## src/pkg/alarm_power_pkg.sv

```systemverilog
// Constants, field layouts and carriers for the alarm and power-control block
// Assumes a single 100 MHz clock and a classic Wishbone register port
// What this block does
// - Calibration adjust is applied to the timer every fifteen seconds
// - Config bit 15 enables alarm; hardware clears it unless repeats remain
// - Mask field bits 13:10 selects which calendar digits must match
// - Mask codes 0000 to 1001 give half-second through yearly alarms
// - Repeat count bits 7:0; zero without endless repeat gives one alarm
// - Each alarm decrements count; without endless repeat, alarm at zero is last and clears enable
// - With endless repeat bit 14 set, count wraps from zero to FFh
// - Every alarm event raises the interrupt request
// - Alarm pulse output toggles each alarm, synchronous to block clock
// - Power control switches device on, waits, samples, then switches off
// - Polarity bit 14 selects active level of power-control output
// - Stability window counts N power-control periods; zero skips it
// - Sample window counts N periods; all ones samples permanently
// - Alarm value holds BCD month, day, weekday 0 to 6, hours, minutes, seconds
package alarm_power_pkg;

  // ----------------------------------------
  // Register offsets (byte addresses)
  // ----------------------------------------
  localparam logic [7:0] CALENDAR_OFS = 8'h00;
  localparam logic [7:0] CLOCK_CONFIG_OFS = 8'h04;
  localparam logic [7:0] ALARM_CONFIG_OFS = 8'h08;
  localparam logic [7:0] ALARM_DATE_OFS = 8'h0C;
  localparam logic [7:0] ALARM_TIME_OFS = 8'h10;
  localparam logic [7:0] POWER_CTRL_OFS = 8'h14;
  localparam logic [7:0] WINDOW_OFS = 8'h18;

  // ----------------------------------------
  // Field positions
  // ----------------------------------------
  localparam int ALARM_ENABLE_BIT = 15;
  localparam int ENDLESS_BIT = 14;
  localparam int MASK_LSB = 10;
  localparam int CLOCK_EN_BIT = 15;
  localparam int SYNC_FLAG_BIT = 12;
  localparam int PIN_OE_BIT = 10;
  localparam int PIN_SEL_LSB = 8;
  localparam int PWC_EN_BIT = 15;
  localparam int PWC_POL_BIT = 14;
  localparam int PWC_SAMPLE_BIT = 1;
  localparam int PWC_ON_BIT = 0;
  localparam int STAB_LSB = 8;

  // ----------------------------------------
  // Reset values and codes
  // ----------------------------------------
  localparam logic [15:0] ALARM_CONFIG_RST = 16'h0000;
  localparam logic [15:0] WINDOW_RST = 16'h0000;
  localparam logic [7:0] COUNT_WRAP = 8'hFF;
  localparam logic [7:0] SAMPLE_ALWAYS = 8'hFF;
  localparam logic [1:0] PIN_SEL_PWC = 2'h3;
  localparam logic [3:0] MASK_HALF = 4'h0;
  localparam logic [3:0] MASK_SEC = 4'h1;
  localparam logic [3:0] MASK_10SEC = 4'h2;
  localparam logic [3:0] MASK_MIN = 4'h3;
  localparam logic [3:0] MASK_10MIN = 4'h4;
  localparam logic [3:0] MASK_HOUR = 4'h5;
  localparam logic [3:0] MASK_DAY = 4'h6;
  localparam logic [3:0] MASK_WEEK = 4'h7;
  localparam logic [3:0] MASK_MONTH = 4'h8;
  localparam logic [3:0] MASK_YEAR = 4'h9;
  localparam logic [6:0] CAL_SECS_STEP = 7'h15;

  // ----------------------------------------
  // Timing
  // ----------------------------------------
  localparam int CLK_HZ = 100_000_000;
  localparam int HALF_SEC_MS = 500;
  localparam int HALF_SEC_CYCLES = CLK_HZ / 1000 * HALF_SEC_MS;
  localparam int PWC_PERIOD_US = 1000;
  localparam int PWC_PERIOD_CYCLES = CLK_HZ / 1_000_000 * PWC_PERIOD_US;

  // ----------------------------------------
  // Carriers
  // ----------------------------------------
  typedef struct packed {
    logic [3:0] month_ten;
    logic [3:0] month_one;
    logic [3:0] day_ten;
    logic [3:0] day_one;
    logic [3:0] wday;
    logic [3:0] hour_ten;
    logic [3:0] hour_one;
    logic [3:0] min_ten;
    logic [3:0] min_one;
    logic [3:0] sec_ten;
    logic [3:0] sec_one;
    logic half;
  } calendar_s;

  typedef enum logic [2:0] {
    PWC_IDLE = 3'b001,
    PWC_STAB = 3'b010,
    PWC_SAMP = 3'b100
  } pwc_state_e;

endpackage

```

## src/design/calendar_alarm_power_control.sv

```systemverilog
// Alarm, repeat, calibration tick and power-control logic with Wishbone registers
// Assumes the calendar digits arrive from logic on the same clock, in BCD
//
// Our own choices: register access over Wishbone and the placing of the registers.
`timescale 1ns/100ps
`default_nettype none
module calendar_alarm_power_control
  import alarm_power_pkg::*;
#(
  parameter int HALF_SEC_DIV = HALF_SEC_CYCLES,
  parameter int PWC_DIV = PWC_PERIOD_CYCLES
)
(
  input wire logic clk_i,
  input wire logic rst_i,
  input wire logic cyc_i,
  input wire logic stb_i,
  input wire logic we_i,
  input wire logic [7:0] adr_i,
  input wire logic [3:0] sel_i,
  input wire logic [31:0] dat_i,
  output logic [31:0] dat_o,
  output logic ack_o,
  input wire calendar_s calendar_i,
  input wire logic wake_event_i,
  output logic half_tick_o,
  output logic cal_adjust_o,
  output logic alarm_irq_o,
  output logic alarm_pulse_o,
  output logic power_ctrl_signal_o,
  output logic clock_pin_o,
  output logic sample_window_o,
  output logic wake_seen_o
);

  if (HALF_SEC_DIV < 2 || PWC_DIV < 2)
  begin : g_div_check
    $error("Dividers must be at least 2");
  end

  function automatic logic [3:0] dig_eq(input logic [3:0] a, input logic [3:0] b);
    return (a == b) ? 4'hF : 4'h0;
  endfunction

  // ----------------------------------------
  // Dividers
  // ----------------------------------------
  logic [31:0] half_cnt_q, half_cnt_d, pwc_cnt_q, pwc_cnt_d;
  logic half_tick, pwc_tick;
  always_comb
  begin
    half_tick = (half_cnt_q == 32'(HALF_SEC_DIV - 1));
    pwc_tick = (pwc_cnt_q == 32'(PWC_DIV - 1));
    half_cnt_d = half_tick ? 32'h0 : half_cnt_q + 32'h1;
    pwc_cnt_d = pwc_tick ? 32'h0 : pwc_cnt_q + 32'h1;
  end

  // Sync-window flag: high for the two cycles before a half-second update
  logic sync_flag;
  assign sync_flag = (half_cnt_q >= 32'(HALF_SEC_DIV - 2));

  // ----------------------------------------
  // Registers
  // ----------------------------------------
  logic [15:0] acfg_q, acfg_d, date_q, date_d, time_q, time_d, win_q, win_d;
  logic [15:0] ccfg_q, ccfg_d, pwcr_q, pwcr_d;
  logic ack_q, ack_d, wr, rd;
  logic [31:0] dat_q, dat_d;
  logic fire, pulse_q, pulse_d, irq_q, irq_d;
  logic [6:0] last_secs_q, last_secs_d;
  logic cal_q, cal_d;
  logic wake_q, wake_d, wake_meta_q, wake_sync_q;
  pwc_state_e st_q, st_d;
  logic [7:0] win_cnt_q, win_cnt_d;

  assign wr = cyc_i && stb_i && we_i && !ack_q;
  assign rd = cyc_i && stb_i && !we_i && !ack_q;

  function automatic logic [15:0] merge(input logic [15:0] old, input logic [31:0] d,
                                        input logic [3:0] s);
    merge = old;
    if (s[0])
      merge[7:0] = d[7:0];
    if (s[1])
      merge[15:8] = d[15:8];
    return merge;
  endfunction

  // ----------------------------------------
  // Alarm match
  // ----------------------------------------
  logic match;
  logic [3:0] m;
  always_comb
  begin
    m = acfg_q[MASK_LSB +: 4];
    match = 1'b1;
    if (m != MASK_HALF && calendar_i.half)
      match = 1'b0;
    if (m >= MASK_10SEC && !(&dig_eq(calendar_i.sec_one, time_q[3:0])))
      match = 1'b0;
    if (m >= MASK_MIN && calendar_i.sec_ten[2:0] != time_q[6:4])
      match = 1'b0;
    if (m >= MASK_10MIN && calendar_i.min_one != time_q[11:8])
      match = 1'b0;
    if (m >= MASK_HOUR && calendar_i.min_ten[2:0] != time_q[14:12])
      match = 1'b0;
    if (m >= MASK_DAY && {calendar_i.hour_ten[1:0], calendar_i.hour_one} != date_q[5:0])
      match = 1'b0;
    // Weekday sits just above the hours in the date word
    if (m == MASK_WEEK && calendar_i.wday[2:0] != date_q[8:6])
      match = 1'b0;
    if (m >= MASK_MONTH && {calendar_i.day_ten[1:0], calendar_i.day_one} != win_q[5:0])
      match = 1'b0;
    if (m == MASK_YEAR && {calendar_i.month_ten[0], calendar_i.month_one} != win_q[10:6])
      match = 1'b0;
    if (m > MASK_YEAR)
      match = 1'b0;
  end

  // Evaluated once per tick, so a lasting match fires one alarm on every half-second tick
  assign fire = half_tick && ccfg_q[CLOCK_EN_BIT] && acfg_q[ALARM_ENABLE_BIT] && match;

  // ----------------------------------------
  // Next-state
  // ----------------------------------------
  always_comb
  begin
    acfg_d = acfg_q;
    date_d = date_q;
    time_d = time_q;
    win_d = win_q;
    ccfg_d = ccfg_q;
    pwcr_d = pwcr_q;
    ack_d = cyc_i && stb_i && !ack_q;
    dat_d = dat_q;
    if (wr)
    begin
      case (adr_i)
        CLOCK_CONFIG_OFS: ccfg_d = merge(ccfg_q, dat_i, sel_i);
        ALARM_CONFIG_OFS: acfg_d = merge(acfg_q, dat_i, sel_i);
        ALARM_DATE_OFS: date_d = merge(date_q, dat_i, sel_i);
        ALARM_TIME_OFS: time_d = merge(time_q, dat_i, sel_i);
        POWER_CTRL_OFS: pwcr_d = merge(pwcr_q, dat_i, sel_i);
        WINDOW_OFS: win_d = merge(win_q, dat_i, sel_i);
        default: ;
      endcase
    end
    if (rd)
    begin
      case (adr_i)
        CALENDAR_OFS: dat_d = {8'h00, calendar_i[24:1]};
        CLOCK_CONFIG_OFS: dat_d = {16'h0000, ccfg_q[15:13], sync_flag, ccfg_q[11:0]};
        ALARM_CONFIG_OFS: dat_d = {16'h0000, acfg_q};
        ALARM_DATE_OFS: dat_d = {16'h0000, date_q};
        ALARM_TIME_OFS: dat_d = {16'h0000, time_q};
        POWER_CTRL_OFS: dat_d = {16'h0000, pwcr_q[15:2], st_q == PWC_SAMP, st_q != PWC_IDLE};
        WINDOW_OFS: dat_d = {16'h0000, win_q};
        default: dat_d = 32'h0;
      endcase
    end
    // Hardware repeat handling beats a software write in the same cycle
    if (fire)
    begin
      if (acfg_q[7:0] != 8'h00)
        acfg_d[7:0] = acfg_q[7:0] - 8'h01;
      else if (acfg_q[ENDLESS_BIT])
        acfg_d[7:0] = COUNT_WRAP;
      else
        acfg_d[ALARM_ENABLE_BIT] = 1'b0;
    end
  end

  // Calibration tick and alarm outputs
  always_comb
  begin
    last_secs_d = {calendar_i.sec_ten[2:0], calendar_i.sec_one};
    cal_d = 1'b0;
    if (ccfg_q[CLOCK_EN_BIT] && last_secs_d != last_secs_q && calendar_i.sec_one == 4'h0
        && (calendar_i.sec_ten[2:0] == 3'h0 || calendar_i.sec_ten[2:0] == 3'h3))
      cal_d = 1'b1;
    if (ccfg_q[CLOCK_EN_BIT] && last_secs_d != last_secs_q && calendar_i.sec_one == 4'h5
        && (calendar_i.sec_ten[2:0] == 3'h1 || calendar_i.sec_ten[2:0] == 3'h4))
      cal_d = 1'b1;
    pulse_d = fire ? !pulse_q : pulse_q;
    irq_d = fire;
  end

  // ----------------------------------------
  // Power control
  // ----------------------------------------
  always_comb
  begin
    st_d = st_q;
    win_cnt_d = win_cnt_q;
    wake_d = wake_q;
    case (st_q)
      PWC_IDLE:
      begin
        if (fire && pwcr_q[PWC_EN_BIT])
        begin
          if (win_q[15:8] != 8'h00)
          begin
            st_d = PWC_STAB;
            win_cnt_d = win_q[15:8];
          end
          else if (win_q[7:0] != 8'h00)
          begin
            st_d = PWC_SAMP;
            win_cnt_d = win_q[7:0];
          end
        end
      end
      PWC_STAB:
      begin
        if (pwc_tick)
        begin
          win_cnt_d = win_cnt_q - 8'h01;
          if (win_cnt_q == 8'h01)
          begin
            win_cnt_d = win_q[7:0];
            st_d = (win_q[7:0] == 8'h00) ? PWC_IDLE : PWC_SAMP;
          end
        end
      end
      PWC_SAMP:
      begin
        if (pwc_tick && win_q[7:0] != SAMPLE_ALWAYS)
        begin
          win_cnt_d = win_cnt_q - 8'h01;
          if (win_cnt_q == 8'h01)
            st_d = PWC_IDLE;
        end
      end
      default: st_d = PWC_IDLE;
    endcase
    if (sample_window_o && wake_sync_q)
      wake_d = 1'b1;
    if (rd && adr_i == POWER_CTRL_OFS)
      wake_d = sample_window_o && wake_sync_q;
  end

  logic pwc_active;
  assign pwc_active = (st_q != PWC_IDLE);
  assign sample_window_o = (st_q == PWC_SAMP) || (win_q[7:0] == SAMPLE_ALWAYS);

  // ----------------------------------------
  // Flip-flops
  // ----------------------------------------
  always_ff @(posedge clk_i)
  begin
    if (rst_i)
    begin
      half_cnt_q <= 32'h0;
      pwc_cnt_q <= 32'h0;
      acfg_q <= ALARM_CONFIG_RST;
      date_q <= 16'h0000;
      time_q <= 16'h0000;
      win_q <= WINDOW_RST;
      ccfg_q <= 16'h0000;
      pwcr_q <= 16'h0000;
      ack_q <= 1'b0;
      dat_q <= 32'h0;
      pulse_q <= 1'b0;
      irq_q <= 1'b0;
      last_secs_q <= 7'h00;
      cal_q <= 1'b0;
      st_q <= PWC_IDLE;
      win_cnt_q <= 8'h00;
      wake_q <= 1'b0;
      wake_meta_q <= 1'b0;
      wake_sync_q <= 1'b0;
    end
    else
    begin
      half_cnt_q <= half_cnt_d;
      pwc_cnt_q <= pwc_cnt_d;
      acfg_q <= acfg_d;
      date_q <= date_d;
      time_q <= time_d;
      win_q <= win_d;
      ccfg_q <= ccfg_d;
      pwcr_q <= pwcr_d;
      ack_q <= ack_d;
      dat_q <= dat_d;
      pulse_q <= pulse_d;
      irq_q <= irq_d;
      last_secs_q <= last_secs_d;
      cal_q <= cal_d;
      st_q <= st_d;
      win_cnt_q <= win_cnt_d;
      wake_q <= wake_d;
      wake_meta_q <= wake_event_i;
      wake_sync_q <= wake_meta_q;
    end
  end

  assign ack_o = ack_q;
  assign dat_o = dat_q;
  assign half_tick_o = half_tick;
  assign cal_adjust_o = cal_q;
  assign alarm_irq_o = irq_q;
  assign alarm_pulse_o = pulse_q;
  assign wake_seen_o = wake_q;
  // Polarity inverts the active level of the switch drive
  assign power_ctrl_signal_o = pwc_active ^ pwcr_q[PWC_POL_BIT];
  // Pin carries power control only with output enabled and source 11
  assign clock_pin_o = (ccfg_q[PIN_OE_BIT] && ccfg_q[PIN_SEL_LSB +: 2] == PIN_SEL_PWC)
                       ? power_ctrl_signal_o : pulse_q;
endmodule
`default_nettype wire

```

## config.mk

```make
export PLATFORM = sky130hd
export DESIGN_NAME = calendar_alarm_power_control
export DESIGN_NICKNAME = d
export VERILOG_FILES = /design/src/pkg/alarm_power_pkg.sv /design/src/design/calendar_alarm_power_control.sv
export SDC_FILE = /design/constraint.sdc
export NUM_CORES = 1
export LEC_CHECK = 0
export BUFFER_PORTS_ARGS = -buffer_cell sky130_fd_sc_hd__clkbuf_2
export CORE_MARGIN = 10
export CORE_UTILIZATION = 40
export CTS_CLUSTER_SIZE = 20
export DETAILED_ROUTE_END_ITERATION = 8
export SLEW_MARGIN = 25
export SYNTH_ARGS = -nofsm -noshare
export SYNTH_HDL_FRONTEND = slang
export SYNTH_SLANG_ARGS = --single-unit
```

## constraint.sdc

```tcl
create_clock -name clk_i -period 4.5 [get_ports clk_i]
set_clock_uncertainty 0.05 [all_clocks]
set_input_delay 0.45 -clock clk_i [delete_from_list [all_inputs] [get_ports clk_i]]
set_output_delay 0.45 -clock clk_i [all_outputs]
set_load 0.02 [all_outputs]
```

==> results of run 1 <==
-- flip-flops by register name, indices dropped and copies added (netlist names) --
name	flops
half_cnt_q	32
pwc_cnt_q	32
dat_o	24
acfg_q	16
date_q	16
time_q	16
win_q	16
ccfg_q	15
pwcr_q	14
win_cnt_q	8
last_secs_q	7
st_q	3
ack_o	1
alarm_irq_o	1
alarm_pulse_o	1
cal_adjust_o	1
wake_meta_q	1
wake_seen_o	1
wake_sync_q	1
-- worst max-delay path: cells and delay by family, from the launching register on --
kind	cells	cell delay, ns
DFF	1	0.34
and+or+nand+nor	3	1.08
AOI/OAI and AO/OA	4	1.34
xor gates and xnor gates	1	0.17
-- logic make-up (layout without fill, tap and decap cells) --
logic type      count (synthesis)  count (layout)  share of synthesized area, %
mux                           105             105                          10.7
buf+inv                        81             170                          3.68
fa+ha+maj                       7               7                         0.876
other cells                     1               8                        0.0375
flops                         206             206                          41.3
compound gates                152             152                          11.2
simple gates                  470             470                          23.0
xor+xnor                      105             105                          9.20
-- stage by stage --
| step | worst slack [ns] | area, µm² | hold slack (ns) |
|---|---|---|---|
| 6_report | 1.42 | 11600 | 0.0906 |
| 4_1_cts | 1.44 | 11600 | 0.0698 |
| 3_3_place_gp | 1.31 | 10700 | 0.388 |
| 5_1_grt | 1.21 | 11600 | 0.0815 |
| 3_5_place_dp | 1.28 | 10700 | 0.396 |
| 2_1_floorplan | 2.00 | 10000 | 0.364 |
-- power breakdown --
| part | total, µW | internal [µW] | leakage (µW) | switching (µW) |
|---|---|---|---|---|
| registers | 1840 | 1830 | 0.00166 | 6.58 |
| clock network | 2100 | 1340 | 0.000431 | 765 |
| logic | 160 | 51.7 | 0.00227 | 108 |
| total | 4100 | 3220 | 0.00436 | 880 |
-- synth_stat cells, types with 3 or more instances --
master	count	area, µm²
a22oi_1	62	465
or2_2	4	25.0
nand4_1	21	131
nor4_1	20	125
nor2_1	211	792
inv_1	14	52.6
buf_4	12	90.1
and3_1	12	75.1
and4_1	7	61.3
a221o_1	3	30.0
o21ai_1	4	20.0
nor4_4	3	63.8
dfxtp_1	206	4120
a31oi_1	3	18.8
a211oi_1	13	97.6
nor2b_1	26	163
ha_1	7	87.6
a221oi_1	5	43.8
nand2_1	50	188
and2_1	4	25.0
mux2_2	17	191
a211oi_2	5	62.6
nand2b_1	3	18.8
nor3_1	17	85.1
mux2i_1	88	881
xor2_1	54	473
a21oi_1	22	110
o21ai_0	13	65.1
clkbuf_1	43	161
buf_2	9	45.0
o31ai_1	6	45.0
or3_1	9	56.3
nand3_1	65	325
xnor2_1	51	447
-- how the worst min path moves through the flow --
stage,to,slack [ns],cells after the start
floorplan,wake_sync_q$_SDFF_PP0_,0.36,1
finish,wake_meta_q$_SDFF_PP0_,0.09,2
global route,wake_meta_q$_SDFF_PP0_,0.08,2
detailed placement,dat_o[21]$_SDFFE_PP0P_,0.40,2
CTS,wake_meta_q$_SDFF_PP0_,0.07,2
global placement,dat_o[21]$_SDFFE_PP0P_,0.39,2
-- layout make-up --
cell class	instances	area, µm²
flip-flops and latches	206	4120
well taps	324	405
multi-input cells	847	5530
clock buffers	34	719
inverters	14	52.6
repair buffers	113	593
clock inverters	9	145
fillers	2373	12900
-- metal layers --
layer | vias up | GRT usage, % | routed length, µm
li1 | 4116 | - | -
met1 | 3837 | 22.0 | 12300
met2 | 199 | 27.0 | 12300
met3 | 35 | 3.47 | 2000
met4 | 4 | 3.20 | 357
met5 | - | 0 | 22
==> flow_summary.toml, run 1 <==
[run_status]
status = "complete, no violations"

[routing]
vias_per_cell = 5.29
wl_per_cell_um = 17.4
drc = 0
wl_um = 26900
dr.pass1.iters = 5
ant_nets = 0
first_iter_violations = 687
vias = 8191

[synth]
ys_ff_latch = 206
synth_edf_count = 0
async_flop_share_pct = 0
avgSynthCellArea_um2 = 8.87
syn-cell-area_um2 = 9990
synth_warnings = 0
netlist_instances = 1127
ys.flop_type = "dfxtp_1"
ys_types = 63
seq_area_frac_synth_pct = 41.3

[global_route]
antenna_found_initial = 3
grt_usage_pct = 16.5
first_global_vias = 7873
grt_pass1_wl_um = 43000
grt.overflow.total = 0
grt_max_degree = 84

[pwr]
cellLeakagePower_uw = 0.00436
power_uw = 4100
pwr_density_cell_nw_per_um2 = 354
ir_worst_vdd_uv = 236

[cells_and_area]
diodes = 0
utilization_pct = 47.3
final_cell_mix = "nor2_1, dfxtp_1, clkbuf_2, mux2i_1, nand3_1"
layout-drive-gt1-share_pct = 15.8
stdcell_count = 1547
area_growth_pct = 15.8
nNetsFinal = 1308
layout_commonest_cell = "nor2_1"

[critical_path]
crit_fanout = 8
critPathMaxStageDelay_ns = 0.53
cp_data_required_time_ns = 4.87
reg2reg_from = "date_q[4]$_SDFFE_PP0P_"
reg2reg_slack_ns = 1.42
path_cells = "xor2_1 -> nor4_1 -> nand3_1 -> o32a_1 -> a211oi_2 -> and2b_1 -> a211oi_1 -> a211oi_1"
critPathSlowestCell = "a211oi_2"
r2r_end = "acfg_q[1]$_SDFF_PP0_"
worstPathArrival_ns = 3.46
setup.worst_path.end = "acfg_q[1]$_SDFF_PP0_"
path_class = "reg -> reg"
end_kind = "flop"
cp-start-kind = "flop"
startpoint = "date_q[4]$_SDFFE_PP0P_"
r2r_cells = 8
crit_path_frequent_cell = "a211oi_1"

[timing]
period_share_pct = 68.5
drv_slew = 0
worst_pin_slew_ns = 0.963
finalHoldViolations = 0
period_needed_ns = 3.08
fmax_ghz = 0.324
maxSlewHeadroom_pct = 35.7
rsz0062_at_grt = "no"
setup_violations = 0
finalSetupTns_ns = 0

[floorplanning]
initial_core_util_pct = 40.8
rows = 57
ios = 136
dieHeight_um = 178
die_area_um2 = 31700
die-width_um = 178
core_um2 = 24500

[min_path]
min_from = "wake_event_i"
hold_class = "in -> reg"

[cts]
post_cts_resized = 0
post_cts_buffers = 0
cts_max_level = 1
cts-root-buf = "clkbuf_16"
clock_latency_ns = 0.52
numCtsBuffers = 24
clock_sinks = 206
clk_path_buf_depth = 3
clk_pin_slew_ns = 0.06
cts_tree = "yes"
hold_buffers = 0

[flow_run]
cap_violations = 0

[placed_design]
place_congestion = 0.835
dp_hpwl_um = 19600
placed_cells = 1504
numPortBuffers = 103
Note: power is estimated with default switching activity, not from simulation.
==> run 2: changes to the inputs <==
==> constraint.sdc (replaced) <==
create_clock -name clk_i -period 3.1 [get_ports clk_i]
set_clock_uncertainty 0.05 [all_clocks]
set_input_delay 0.31 -clock clk_i [delete_from_list [all_inputs] [get_ports clk_i]]
set_output_delay 0.31 -clock clk_i [all_outputs]
set_load 0.02 [all_outputs]
==> run 2 against run 1 <==
Die area unchanged. First-iteration DRC count is 1.9% higher. Sequential share of layout area decreased by 0.43 points. Core utilization is 0.57 points higher. Non-clock buffer count grew 31. Final cell count is 1.7% higher. Worst setup slack worse by 1.1 ns. Highest routed layer is now met4. Hold slack worse by 0.072 ns. Sequential cell count unchanged. Wire length decreased by 0.50%.
==> flow_summary.toml, run 2 (same netlist as run 1, synthesis figures left out) <==
[run_status]
status = "complete, no violations"

[routing]
drc = 0
vias = 8376
ant_nets = 0
wl_um = 26800
first_iter_violations = 700
vias_per_cell = 5.32
dr.pass1.iters = 6
wl_per_cell_um = 17.0

[floorplanning]
initial_core_util_pct = 40.8
core_um2 = 24500
die_area_um2 = 31700
die-width_um = 178
rows = 57
dieHeight_um = 178
ios = 136

[global_route]
grt_max_degree = 133
gr-usage-met3_pct = 3.28
first_global_vias = 8003
grt.overflow.total = 0
grt_usage_pct = 16.6
grtUsageMet2_pct = 26.0
grt_pass1_wl_um = 43500
gr-max-usage-layer = "met2"
antenna_found_initial = 0
gr-usage-met1_pct = 22.9

[cts]
cts_max_level = 1
cts-root-buf = "clkbuf_16"
numCtsBuffers = 24
clock_latency_ns = 0.51
clk_path_buf_depth = 3
clock_sinks = 206
clk_pin_slew_ns = 0.06
cts_tree = "yes"

[pwr]
pwr-share-clk_pct = 47.6
ir_worst_vdd_uv = 309
power_switching_uw = 1220
power.share.combinational_pct = 4.4
cellLeakagePower_uw = 0.00445
swShare_pct = 22.0
pwr_density_cell_nw_per_um2 = 476
p_int_uw = 4350
power_frac_seq_pct = 48.0

[timing]
rsz0062_at_grt = "no"
setup_violations = 0
finalSetupTns_ns = 0
finalHoldViolations = 0
fmax_ghz = 0.353
drv_slew = 0
maxSlewHeadroom_pct = 56.2
period_needed_ns = 2.83
worst_pin_slew_ns = 0.656
period_share_pct = 91.4

[critical_path]
r2r_cells = 8
cp_data_required_time_ns = 3.48
path_class = "in -> reg"
crit_fanout = 8
end_kind = "flop"
worstPathArrival_ns = 3.21
cp-start-kind = "input port"

[cells_and_area]
layout-drive-gt1-share_pct = 17.0
nNetsFinal = 1339
stdcell_count = 1574
area_growth_pct = 17.2
layout_commonest_cell = "nor2_1"
diodes = 0
final_cell_mix = "nor2_1, dfxtp_1, clkbuf_2, mux2i_1, nand3_1"

[placed_design]
dp_hpwl_um = 19600
numPortBuffers = 103
placed_cells = 1529
place_congestion = 0.799

[min_path]
hold_path_depth = 3
hold_class = "in -> reg"

[flow_run]
cap_violations = 0
==> run 2: routing by layer <==
| metal | share of wire, % | routed length [µm] |
|---|---|---|
| met1 | 46 | 12200 |
| met2 | 45 | 12000 |
| met3 | 7.7 | 2050 |
| met4 | 1.8 | 493 |
| met5 | 0 | 0 |
==> run 2: through the flow <==
stage	utilization (%)	cell area (µm²)	setup slack, ns	hold WS [ns]	power (µW)
after global routing	47.9	11700	0.0514	0.0187	5770
final	47.9	11700	0.268	0.0189	5570
after global placement	44.6	10900	0.254	0.389	2970
after floorplan	-	10000	0.737	0.364	2860
after CTS	47.9	11700	0.201	0.00340	5640
after detailed placement	44.6	10900	0.206	0.396	2970
==> run 2: worst max-delay path, stage by stage <==
cell and delay (ns):
dlygate4sd3_1 0.53, clkbuf_2 0.12, xor2_1 0.14, nor4_1 0.31
nand3_1 0.29, o32a_1 0.49, a211oi_2 0.38, and2b_2 0.33
a211oi_1 0.09, a211oi_1 0.22
==> run 2: area by class of cell <==
type | count | area [µm²]
clock buffer | 37 | 731
fill | 2381 | 12800
timing repair buffer | 144 | 853
clock inverter | 2 | 12.5
tap | 324 | 405
multi-input combinational | 847 | 5530
sequential | 206 | 4120
inverter | 14 | 52.6
==> run 2: repair_timing <==
action	in CTS	in global routing
hold endpoints to repair	6	0
resized for setup	0	1
endpoints found under the setup margin	0	1
hold buffers	6	0
buffers inserted	0	0
==> run 2: power groups by stage <==
| stage | Combinational, µW | Sequential, µW | Clock (µW) |
|---|---|---|---|
| floorplan | 130 | 2730 | 0 |
| global placement | 240 | 2730 | 0 |
| detailed placement | 239 | 2730 | 0 |
| CTS | 246 | 2670 | 2720 |
| global route | 269 | 2670 | 2830 |
| finish | 245 | 2670 | 2650 |
==> run 2: path summary, 6_finish.rpt <==
| kind | slack (ns) | endpoint | from |
|---|---|---|---|
| worst max-delay path | 0.27 | acfg_q[1]$_SDFF_PP0_ | calendar_i[22] |
| worst min-delay path | 0.02 | dat_o[17]$_SDFFE_PP0P_ | calendar_i[18] |
| worst max register to register | 0.34 | win_cnt_q[7]$_SDFFE_PP0P_ | pwc_cnt_q[15]$_SDFF_PP0_ |
| worst min register to register | 0.40 | dat_o[17]$_SDFFE_PP0P_ | dat_o[17]$_SDFFE_PP0P_ |
